$ cat config.mk
export PLATFORM = sky130hd
export DESIGN_NAME = uart_modem_flow_lines
export DESIGN_NICKNAME = d
export VERILOG_FILES = /design/src/rtl/uart_modem_pkg.sv /design/src/rtl/modem_change_detect.sv /design/src/rtl/modem_sync2.sv /design/src/rtl/uart_modem_flow_lines.sv
export SDC_FILE = /design/constraint.sdc
export NUM_CORES = 1
export LEC_CHECK = 0
export ABC_AREA = 1
export BUFFER_PORTS_ARGS = -buffer_cell sky130_fd_sc_hd__buf_2
export CELL_PAD_IN_SITES_DETAIL_PLACEMENT = 1
export CELL_PAD_IN_SITES_GLOBAL_PLACEMENT = 1
export CORE_MARGIN = 10
export CORE_UTILIZATION = 31
export CTS_CLUSTER_DIAMETER = 80
export DETAILED_ROUTE_END_ITERATION = 10
export GPL_TIMING_DRIVEN = 0
export PLACE_DENSITY_LB_ADDON = 0.1
export SYNTH_ARGS = -nofsm -noshare
export SYNTH_HDL_FRONTEND = slang
export SYNTH_SLANG_ARGS = --single-unit
$ cat constraint.sdc
create_clock -name clk -period 1.3 [get_ports clk]
set_input_delay 0.26 -clock clk [delete_from_list [all_inputs] [get_ports clk]]
set_output_delay 0.26 -clock clk [all_outputs]
set_load 0.01 [all_outputs]
$ cat src/rtl/uart_modem_pkg.sv
// Constants and carrier types for the UART modem-line block
package uart_modem_pkg;

    // ----------------------------------------------------------------
    // Register map (byte addresses)
    // ----------------------------------------------------------------
    localparam int          ADDR_W            = 12;
    localparam logic [11:0] OFF_INT_ENABLE    = 12'h004;
    localparam logic [11:0] OFF_MODEM_CONTROL = 12'h010;
    localparam logic [11:0] OFF_MODEM_STATUS  = 12'h014;

    // ----------------------------------------------------------------
    // Field positions
    // ----------------------------------------------------------------
    localparam int MCR_RTS_CTL_BIT   = 1;
    localparam int MCR_RTS_LEVEL_BIT = 9;
    localparam int MCR_RTS_STATE_BIT = 13;
    localparam int MSR_CHANGE_BIT    = 0;
    localparam int MSR_CTS_STATE_BIT = 4;
    localparam int MSR_CTS_LEVEL_BIT = 8;
    localparam int IER_MODEM_BIT     = 3;

    // ----------------------------------------------------------------
    // Reset values and bus answers
    // ----------------------------------------------------------------
    localparam logic [31:0] MCR_RESET     = 32'h0000_0000;
    localparam logic [31:0] MSR_RESET     = 32'h0000_0000;
    localparam logic [31:0] IER_RESET     = 32'h0000_0000;
    localparam logic        RTS_PIN_RESET = 1'h1;
    localparam logic [1:0]  RESP_OKAY     = 2'h0;
    localparam logic [1:0]  RESP_SLVERR   = 2'h2;

    // ----------------------------------------------------------------
    // Carrier types
    // ----------------------------------------------------------------
    typedef struct packed {
        logic rts_level;
        logic rts_ctl;
        logic cts_level;
        logic modem_int_enable;
    } modem_ctl_s;

    typedef struct packed {
        logic [ADDR_W-1:0] addr;
        logic [31:0]       data;
        logic [3:0]        strb;
    } wr_req_s;

endpackage

$ cat src/rtl/modem_change_detect.sv
// Change detector on the synchronised clear-to-send level
`timescale 1ns/10ps
`default_nettype none

module modem_change_detect
(
    input  wire logic clk,
    input  wire logic rstn,
    input  wire logic level,
    output logic      change
);

    logic prev_ff;

    always_ff @(posedge clk or negedge rstn)
    begin
        if (!rstn)
            prev_ff <= 1'h0;
        else
            prev_ff <= level;
    end

    // Either direction counts
    assign change = level ^ prev_ff;

endmodule // modem_change_detect

`default_nettype wire

$ cat src/rtl/modem_sync2.sv
// Two-flop synchroniser for the clear-to-send input
`timescale 1ns/10ps
`default_nettype none

module modem_sync2
(
    input  wire logic clk,
    input  wire logic rstn,
    input  wire logic async_in,
    output logic      sync_out
);

    logic meta_ff;
    logic sync_ff;

    // First stage feeds only the second stage
    always_ff @(posedge clk or negedge rstn)
    begin
        if (!rstn)
        begin
            meta_ff <= 1'h0;
            sync_ff <= 1'h0;
        end
        else
        begin
            meta_ff <= async_in;
            sync_ff <= meta_ff;
        end
    end

    assign sync_out = sync_ff;

endmodule // modem_sync2

`default_nettype wire

$ cat src/rtl/uart_modem_flow_lines.sv
// UART modem-line logic: RTS drive, CTS sensing, change interrupt
//
// Decided for this implementation: register access over AXI4-Lite.
`timescale 1ns/10ps
`default_nettype none

module uart_modem_flow_lines
    import uart_modem_pkg::*;
#(
    parameter bit HAS_MODEM = 1'b1
)
(
    input  wire logic              clk,
    input  wire logic              rstn,
    input  wire logic [ADDR_W-1:0] s_axi_awaddr,
    input  wire logic [2:0]        s_axi_awprot,
    input  wire logic              s_axi_awvalid,
    output logic                   s_axi_awready,
    input  wire logic [31:0]       s_axi_wdata,
    input  wire logic [3:0]        s_axi_wstrb,
    input  wire logic              s_axi_wvalid,
    output logic                   s_axi_wready,
    output logic [1:0]             s_axi_bresp,
    output logic                   s_axi_bvalid,
    input  wire logic              s_axi_bready,
    input  wire logic [ADDR_W-1:0] s_axi_araddr,
    input  wire logic [2:0]        s_axi_arprot,
    input  wire logic              s_axi_arvalid,
    output logic                   s_axi_arready,
    output logic [31:0]            s_axi_rdata,
    output logic [1:0]             s_axi_rresp,
    output logic                   s_axi_rvalid,
    input  wire logic              s_axi_rready,
    input  wire logic              cts_pin,
    output logic                   rts_pin,
    output logic                   cts_asserted,
    output logic                   modem_irq
);

    // ----------------------------------------------------------------
    // Declarations
    // ----------------------------------------------------------------
    wr_req_s     req_ff;
    logic        aw_held_ff;
    logic        w_held_ff;
    logic        bvalid_ff;
    logic [1:0]  bresp_ff;
    logic        rvalid_ff;
    logic [1:0]  rresp_ff;
    logic [31:0] rdata_ff;
    modem_ctl_s  ctl_ff;
    logic        flag_ff;
    logic        rts_pin_ff;
    logic        cts_asserted_ff;
    logic        irq_ff;
    logic        cts_sync;
    logic        cts_change;
    logic        do_write;
    logic        wr_ier;
    logic        wr_mcr;
    logic        wr_msr;
    logic        wr_mapped;
    logic        nxt_flag;
    logic        nxt_rts_pin;
    logic [31:0] rd_word;
    logic        rd_mapped;
    logic        ar_take;
    logic [1:0]  since_rst_ff;

    // ----------------------------------------------------------------
    // CTS input path
    // ----------------------------------------------------------------
    modem_sync2 u_cts_sync
    (
        .clk      (clk),
        .rstn     (rstn),
        .async_in (cts_pin),
        .sync_out (cts_sync)
    );

    modem_change_detect u_cts_change
    (
        .clk    (clk),
        .rstn   (rstn),
        .level  (cts_sync),
        .change (cts_change)
    );

    // ----------------------------------------------------------------
    // Write address and data channels
    // ----------------------------------------------------------------
    // Both channels taken independently; response waits for both
    assign s_axi_awready = !aw_held_ff && !bvalid_ff;
    assign s_axi_wready  = !w_held_ff && !bvalid_ff;
    assign do_write      = aw_held_ff && w_held_ff;

    always_ff @(posedge clk or negedge rstn)
    begin
        if (!rstn)
        begin
            aw_held_ff <= 1'h0;
            req_ff.addr <= '0;
        end
        else if (s_axi_awvalid && s_axi_awready)
        begin
            aw_held_ff <= 1'h1;
            req_ff.addr <= s_axi_awaddr;
        end
        else if (do_write)
            aw_held_ff <= 1'h0;
    end

    always_ff @(posedge clk or negedge rstn)
    begin
        if (!rstn)
        begin
            w_held_ff <= 1'h0;
            req_ff.data <= '0;
            req_ff.strb <= '0;
        end
        else if (s_axi_wvalid && s_axi_wready)
        begin
            w_held_ff <= 1'h1;
            req_ff.data <= s_axi_wdata;
            req_ff.strb <= s_axi_wstrb;
        end
        else if (do_write)
            w_held_ff <= 1'h0;
    end

    // ----------------------------------------------------------------
    // Write decode and response
    // ----------------------------------------------------------------
    // Modem locations stay mapped but inert on a channel without it
    assign wr_ier = do_write && req_ff.addr == OFF_INT_ENABLE;
    assign wr_mcr = do_write && req_ff.addr == OFF_MODEM_CONTROL
                    && HAS_MODEM;
    assign wr_msr = do_write && req_ff.addr == OFF_MODEM_STATUS
                    && HAS_MODEM;
    assign wr_mapped = req_ff.addr == OFF_INT_ENABLE
                    || req_ff.addr == OFF_MODEM_CONTROL
                    || req_ff.addr == OFF_MODEM_STATUS;

    always_ff @(posedge clk or negedge rstn)
    begin
        if (!rstn)
        begin
            bvalid_ff <= 1'h0;
            bresp_ff  <= RESP_OKAY;
        end
        else if (do_write)
        begin
            bvalid_ff <= 1'h1;
            bresp_ff  <= wr_mapped ? RESP_OKAY : RESP_SLVERR;
        end
        else if (s_axi_bready)
            bvalid_ff <= 1'h0;
    end

    assign s_axi_bvalid = bvalid_ff;
    assign s_axi_bresp  = bresp_ff;

    // ----------------------------------------------------------------
    // Control fields
    // ----------------------------------------------------------------
    always_ff @(posedge clk or negedge rstn)
    begin
        if (!rstn)
        begin
            ctl_ff.rts_ctl   <= MCR_RESET[MCR_RTS_CTL_BIT];
            ctl_ff.rts_level <= MCR_RESET[MCR_RTS_LEVEL_BIT];
        end
        else if (wr_mcr)
        begin
            if (req_ff.strb[MCR_RTS_CTL_BIT/8])
                ctl_ff.rts_ctl <= req_ff.data[MCR_RTS_CTL_BIT];
            if (req_ff.strb[MCR_RTS_LEVEL_BIT/8])
                ctl_ff.rts_level <= req_ff.data[MCR_RTS_LEVEL_BIT];
        end
    end

    always_ff @(posedge clk or negedge rstn)
    begin
        if (!rstn)
            ctl_ff.cts_level <= MSR_RESET[MSR_CTS_LEVEL_BIT];
        else if (wr_msr && req_ff.strb[MSR_CTS_LEVEL_BIT/8])
            ctl_ff.cts_level <= req_ff.data[MSR_CTS_LEVEL_BIT];
    end

    always_ff @(posedge clk or negedge rstn)
    begin
        if (!rstn)
            ctl_ff.modem_int_enable <= IER_RESET[IER_MODEM_BIT];
        else if (wr_ier && req_ff.strb[IER_MODEM_BIT/8])
            ctl_ff.modem_int_enable <= req_ff.data[IER_MODEM_BIT];
    end

    // ----------------------------------------------------------------
    // RTS output
    // ----------------------------------------------------------------
    always_comb
    begin
        if (!HAS_MODEM)
            nxt_rts_pin = RTS_PIN_RESET;
        else if (ctl_ff.rts_level)
            nxt_rts_pin = ctl_ff.rts_ctl;
        else
            nxt_rts_pin = !ctl_ff.rts_ctl;
    end

    always_ff @(posedge clk or negedge rstn)
    begin
        if (!rstn)
            rts_pin_ff <= RTS_PIN_RESET;
        else
            rts_pin_ff <= nxt_rts_pin;
    end

    assign rts_pin = rts_pin_ff;

    // ----------------------------------------------------------------
    // CTS sense and change flag
    // ----------------------------------------------------------------
    always_ff @(posedge clk or negedge rstn)
    begin
        if (!rstn)
            cts_asserted_ff <= 1'h0;
        else
            cts_asserted_ff <= HAS_MODEM
                               && (cts_sync == ctl_ff.cts_level);
    end

    assign cts_asserted = cts_asserted_ff;

    // A change in the clearing cycle survives the clear
    always_comb
    begin
        nxt_flag = flag_ff;
        if (wr_msr && req_ff.strb[MSR_CHANGE_BIT/8]
            && req_ff.data[MSR_CHANGE_BIT])
            nxt_flag = 1'h0;
        if (cts_change && HAS_MODEM)
            nxt_flag = 1'h1;
    end

    always_ff @(posedge clk or negedge rstn)
    begin
        if (!rstn)
            flag_ff <= MSR_RESET[MSR_CHANGE_BIT];
        else
            flag_ff <= nxt_flag;
    end

    // ----------------------------------------------------------------
    // Interrupt
    // ----------------------------------------------------------------
    always_ff @(posedge clk or negedge rstn)
    begin
        if (!rstn)
            irq_ff <= 1'h0;
        else
            irq_ff <= nxt_flag && ctl_ff.modem_int_enable;
    end

    assign modem_irq = irq_ff;

    // ----------------------------------------------------------------
    // Read channel
    // ----------------------------------------------------------------
    always_comb
    begin
        rd_word   = '0;
        rd_mapped = 1'h1;
        unique case (s_axi_araddr)
            OFF_INT_ENABLE:
                rd_word[IER_MODEM_BIT] = ctl_ff.modem_int_enable;
            OFF_MODEM_CONTROL:
            begin
                rd_word[MCR_RTS_CTL_BIT]   = ctl_ff.rts_ctl;
                rd_word[MCR_RTS_LEVEL_BIT] = ctl_ff.rts_level;
                rd_word[MCR_RTS_STATE_BIT] = rts_pin_ff;
            end
            OFF_MODEM_STATUS:
            begin
                rd_word[MSR_CHANGE_BIT]    = flag_ff;
                rd_word[MSR_CTS_STATE_BIT] = cts_sync;
                rd_word[MSR_CTS_LEVEL_BIT] = ctl_ff.cts_level;
            end
            default:
                rd_mapped = 1'h0;
        endcase
        if (!HAS_MODEM && s_axi_araddr != OFF_INT_ENABLE)
            rd_word = '0;
    end

    assign s_axi_arready = !rvalid_ff;
    assign ar_take       = s_axi_arvalid && s_axi_arready;

    always_ff @(posedge clk or negedge rstn)
    begin
        if (!rstn)
        begin
            rvalid_ff <= 1'h0;
            rresp_ff  <= RESP_OKAY;
            rdata_ff  <= '0;
        end
        else if (ar_take)
        begin
            rvalid_ff <= 1'h1;
            rresp_ff  <= rd_mapped ? RESP_OKAY : RESP_SLVERR;
            rdata_ff  <= rd_word;
        end
        else if (s_axi_rready)
            rvalid_ff <= 1'h0;
    end

    assign s_axi_rvalid = rvalid_ff;
    assign s_axi_rresp  = rresp_ff;
    assign s_axi_rdata  = rdata_ff;

    // ----------------------------------------------------------------
    // Checks
    // ----------------------------------------------------------------
    always_ff @(posedge clk or negedge rstn)
    begin
        if (!rstn)
            since_rst_ff <= 2'h0;
        else if (since_rst_ff != 2'h3)
            since_rst_ff <= since_rst_ff + 2'h1;
    end
endmodule // uart_modem_flow_lines

`default_nettype wire

# Word-level counts from Yosys, hierarchy flattened
# Index checks and enable logic that the tools add are counted.
# totals
ff_bits	50
out_inout_bits	44
# op_classes
eq_ne	7
mux	20
bitwise	1
n_reduce_logical	28
# op_table
operator	n
$eq A12 B5 Y1 const B	4
$eq A12 B3 Y1 const B	2
$mux W1	18
$logic_and A1 B1 Y1	14
$reduce_bool A2 Y1	4
$logic_not A1 Y1	5
$mux W2	2
$reduce_and A2 Y1	2
$reduce_or A3 Y1	1
$logic_or A1 B1 Y1	2
$eq A1 B1 Y1	1
$xor A1 B1 Y1	1

# Longest topological paths before layout
# logic_depth
depth_word	7
ltp_mapped	8
mapped_depth_nobuf	8

# Modules after synthesis
# A second synthesis with hierarchy kept.
# hier_totals
hier_cells	230
area_unflattened_um2	2065.7
# by_module_without_submodules
module	instances	cells_per_inst	area_per_inst_um2
uart_modem_flow_lines	1	222	1971.9
modem_sync2	1	2	50.0
modem_change_detect	1	6	43.8

# Least setup slack after synthesis
# Ideal clock, no wire load.
# synth_path
kind	register to register
from	reg bvalid_ff, in the netlist s_axi_bvalid
to	reg req_ff[37] (netlist name)
setup_time_ns	0.125
arrival_ns	1.148
required_time_ns	1.175
path_slack_ns	0.027
path_stages_with_launch	5
period_less_slack_ns	1.273
path_cell_list	dfrtp_1 nor2_4 nand2_4 buf_6 mux2_4
# synth_between
elab_chain_len	3
# synth_rtl
item	line_no	rtl
start, declared	uart_modem_flow_lines.sv:46	logic bvalid_ff;
start signal, assigned	uart_modem_flow_lines.sv:148	bvalid_ff <= 1'h0;
start signal, assigned	uart_modem_flow_lines.sv:153	bvalid_ff <= 1'h1;
start signal, assigned	uart_modem_flow_lines.sv:157	bvalid_ff <= 1'h0;
$logic_not A1 Y1	uart_modem_flow_lines.sv:93	assign s_axi_awready = !aw_held_ff && !bvalid_ff;
$logic_and A1 B1 Y1	uart_modem_flow_lines.sv:93	
net s_axi_awready	uart_modem_flow_lines.sv:18	output logic s_axi_awready,
$logic_and A1 B1 Y1	uart_modem_flow_lines.sv:104	else if (s_axi_awvalid && s_axi_awready)
end, declared	uart_modem_flow_lines.sv:43	wr_req_s req_ff;
# The timed path passes the listed nets, and every way through them passes these cells.
# A chain may end at the register's enable or synchronous reset.

# Final worst setup path
# layout_path
from	reg bvalid_ff, in the netlist s_axi_bvalid
to	out s_axi_awready
# layout_between
elab_chain_len	2
# layout_rtl
item	line_no
$logic_not A1 Y1	uart_modem_flow_lines.sv:93
$logic_and A1 B1 Y1	uart_modem_flow_lines.sv:93
end, declared	uart_modem_flow_lines.sv:18
# No other way between the ends.

==> summary.md <==
| Metric | Value |
|---|---|
| Library cell contributing the largest single delay on the critical path | `sky130_fd_sc_hd__dfrtp_2` |
| Layout area overhead | `31.94%` |
| Detail-routed via count per cell | `4.159` |
| Clock transition time at the flip-flop clock pins of the worst setup and hold paths | `about 0.080 ns` |
| VDD IR-drop max | `between 800 and 900 µV` |
| Num Clock Sinks | `43` |
| Result of the run | `finished, final reports clean` |
| Final wirelength | `4895 µm` |
| Largest net degree at the start of global routing | `44` |
| Unrepaired setup endpoints after global routing | `yes` |
| Filler cell count | `a little under 800` |
| Residual DRC count | `0` |
| Depth of the CTS H-tree | `2` |
| Final clock period utilization by the worst path | `a little over nine tenths` |
| Delay of the slowest critical-path stage | `roughly 0.45 ns` |
| Maximum buffer depth of the clock tree | `2` |
| Relative max-transition margin | `between 30% and 40%` |
| Min Clock Period, post-route | `1.271 ns` |
| Gr ovfl total | `0` |
| Row cnt | `29` |
| Worst hold path cell count | `1` |
| Detailed-placement wirelength estimate | `approximately 3800 µm` |
| Number of input and output port buffers inserted | `55` |
| Pre-CTS worst setup slack | `-0.05717 ns` |
| I/O pin count | `118` |
| Reg2Reg Depth | `4` |
| DRT iter0 DRCs | `48` |
| First-pass GRT wire length | `~8000 µm` |
| Peak Freq | `between 700 and 800 MHz` |
| Crit path max fanout | `4` |
| Initial cell density of the core | `between 30% and 40%` |
| Core ar. | `around 6300 µm²` |
| Combined area of the multi-input logic cells | `just under 800 µm²` |
| Least-Margin Pin Slew | `0.9709 ns` |
| Critical path start-end classification | `reg -> out` |
| Synth Warn # | `0` |
| Final WS setup | `0.02925 ns` |
| Routed wirelength normalized by instance count | `approximately 13 µm` |
| Number of inserted diodes | `0` |
| Number of failing setup endpoints in the final timing report | `0` |
| Clk Latency, worst-skew pair | `roughly 0.29 ns` |
| Global-route total usage across every layer | `approximately a tenth` |
| Last weighted congestion value of the routability-driven placer | `around 0.8` |
| Vias after detailed routing | `roughly 1600` |
| Area taken by flip-flops and latches | `1080 µm²` |
| Initial antenna violation count | `0` |
| Arrival time of data at the critical path endpoint | `approximately 1 ns` |
| Antenna-violating nets left | `0` |
| Reported max-cap violation count | `0` |
| Number of clock buffers inserted by TritonCTS | `5` |
| Final Hold Viols | `0` |
| Hold buffer count at CTS | `0` |
| Max Transition Viols Final | `0` |
| Buffer cell driving the clock tree root | `sky130_fd_sc_hd__clkbuf_8` |
| CTS tree | `built` |
| Via count of the first global-routing pass | `between 1500 and 2000` |
| Fraction of final layout cells sized beyond drive strength 1 | `40.39%` |
| Power density over cell area | `between 1500 and 2000 nW/µm²` |
| DRT Pass-1 Iters | `4` |
| Startpoint class of the critical path | `register` |
| Syn Std Cell Area | `~2000 µm²` |
| Chip Height | `roughly 100 µm` |
| Leak | `between 1 and 1.5 nW` |
| Width of the die | `around 100 µm` |
| Post-route total power | `4.297 mW` |
| Endpoint required time on the critical path | `roughly 1.0 ns` |
| Critical path, cell by cell | `nor2_4, buf_6` |
| Number of distinct library cells after synthesis | `20` |
| Max Clock Skew | `0.006574 ns` |
| Endpoint kind of the worst setup timing path | `output pin` |
| Mean instance size in the synthesized netlist | `~9.6 µm²` |
| Fraction of the yosys area taken by sequential cells | `between 50% and 60%` |
| Area of the die | `between 10000 and 15000 µm²` |
| Count of nets after finishing | `380` |
| Gate count of the mapped netlist | `between 200 and 250` |
| Number of flip-flops and latches in the synthesized netlist | `43` |
| Type of the most critical hold path | `in -> reg` |
[layer usage]
layer  wire [µm]  track usage, %
met2        2212           14.89
met1        2072           10.89
met4          31           3.215
met5           0               0
met3         579           5.556
[per-stage QoR]
stage / instance area [µm²] / setup TNS, ns / util, % / hold slack, ns / instances
floorplan: 2135 / 0 / - / -0.03559 / 239
global placement: 2506 / -0.05412 / 39.47 / 0.3332 / 371
detailed placement: 2506 / -0.1402 / 39.47 / 0.3576 / 371
CTS: 2621 / 0 / 41.28 / 0.05905 / 379
global route: 2688 / -0.05118 / 42.33 / 0.05791 / 384
finish: 2688 / 0 / 42.33 / 0.07110 / 384
[cell type report]
class | instances | share of cell area (%)
buffer | 30 | 8.520
sequential | 43 | 40.18
multi-input combinational | 144 | 29.05
clock buffer | 8 | 3.724
timing repair buffer | 60 | 11.87
inverter | 22 | 3.073
tap | 77 | 3.585
[worst paths after layout]
path / from / end / slack (ns)
max: s_axi_bvalid$_DFFE_PN0P_ / s_axi_awready / 0.03
min: cts_pin / u_cts_sync.meta_ff$_DFF_PN0_ / 0.07
max reg2reg: s_axi_bvalid$_DFFE_PN0P_ / req_ff[39]$_DFFE_PN0P_ / 0.07
min reg2reg: u_cts_sync.meta_ff$_DFF_PN0_ / u_cts_sync.sync_out$_DFF_PN0_ / 0.36
max in group asynchronous: rstn / s_axi_bvalid$_DFFE_PN0P_ / 0.52
min in group asynchronous: rstn / req_ff[41]$_DFFE_PN0P_ / 0.12
[state kept, by name, summed over array words and instances, names as in the netlist]
register and flops:
s_axi_rdata 7, s_axi_rvalid 1, modem_irq 1, u_cts_change.prev_ff 1, s_axi_bvalid 1, ctl_ff 4, u_cts_sync.meta_ff 1, req_ff 19
aw_held_ff 1, s_axi_rresp 1, s_axi_bresp 1, w_held_ff 1, rts_pin 1, cts_asserted 1, flag_ff 1, u_cts_sync.sync_out 1
[cells in the mapped netlist]
library cell               number  share of area [%]
sky130_fd_sc_hd__dfrtp_1       42                 52
sky130_fd_sc_hd__nand2_1       37                6.8
sky130_fd_sc_hd__buf_4         27                 10
sky130_fd_sc_hd__nor2_1        24                4.4
sky130_fd_sc_hd__inv_1         22                4.1
sky130_fd_sc_hd__nand3_1       12                2.9
sky130_fd_sc_hd__o21ai_0       11                2.7
sky130_fd_sc_hd__a21oi_1        8                2.0
sky130_fd_sc_hd__mux2_2         7                3.9
sky130_fd_sc_hd__mux2_4         6                4.4
sky130_fd_sc_hd__nor3_1         3               0.74
sky130_fd_sc_hd__xnor2_1        3                1.3
sky130_fd_sc_hd__buf_6          2                1.1
sky130_fd_sc_hd__nand3b_1       2               0.74
sky130_fd_sc_hd__nor2_2         2               0.61
sky130_fd_sc_hd__clkbuf_1       1               0.18
sky130_fd_sc_hd__conb_1         1               0.18
sky130_fd_sc_hd__dfstp_2        1                1.3
sky130_fd_sc_hd__nand2_4        1               0.55
sky130_fd_sc_hd__nor2_4         1               0.55
[report_power, final]
part	total (mW)	leakage [nW]	switching, mW	internal [mW]
sequential	1.97	0.521	0.249	1.72
clock	0.935	0.0515	0.450	0.485
combinational	1.39	0.916	0.672	0.717
[cell families (layout without fill, tap and decap cells)]
kind of cell / after synthesis / after routing / share of synthesized area (%)
buffers and inverters: 52 / 120 / 15.29
AND/OR/NAND/NOR: 82 / 82 / 17.38
multiplexers: 13 / 13 / 8.293
flip-flops: 43 / 43 / 52.89
XOR/XNOR: 3 / 3 / 1.290
other: 1 / 27 / 0.1841
AO/OA/AOI/OAI: 19 / 19 / 4.668
[cell usage in the layout (no fill, tap or decap)]
master                     synthesis  routed
sky130_fd_sc_hd__nor3_1            3       3
sky130_fd_sc_hd__dfrtp_2           0       2
sky130_fd_sc_hd__mux2_4            6       6
sky130_fd_sc_hd__o21ai_1           0       4
sky130_fd_sc_hd__buf_6             2       3
sky130_fd_sc_hd__dfstp_2           1       1
sky130_fd_sc_hd__nand3b_1          2       2
sky130_fd_sc_hd__nand2_2           0       3
sky130_fd_sc_hd__inv_1            22      22
sky130_fd_sc_hd__buf_4            27      32
sky130_fd_sc_hd__a21oi_1           8       8
sky130_fd_sc_hd__mux2_2            7       7
sky130_fd_sc_hd__clkbuf_8          0       7
sky130_fd_sc_hd__clkbuf_1          1       2
sky130_fd_sc_hd__nand2_1          37      34
sky130_fd_sc_hd__o21ai_0          11       7
sky130_fd_sc_hd__nor2_2            2       4
sky130_fd_sc_hd__xnor2_1           3       3
sky130_fd_sc_hd__nor2_1           24      19
sky130_fd_sc_hd__nand2_4           1       1
sky130_fd_sc_hd__nand3_1          12      12
sky130_fd_sc_hd__buf_2             0      54
sky130_fd_sc_hd__conb_1            1      27
sky130_fd_sc_hd__dfrtp_1          42      40
sky130_fd_sc_hd__nor2_4            1       4
[what timing repair did]
item,CTS,global route
endpoints found under the setup margin,4,10
buffers inserted,0,5
endpoints found under the hold margin,0,0
gates resized for setup,4,14
pin swaps,0,5
[worst max-delay path: cells and delay by family, from the launching register on]
family | cells | cell delay [ns]
flops | 1 | 0.45
simple gates | 1 | 0.15
buf+inv | 1 | 0.12
(Power assumes the default switching activity.)
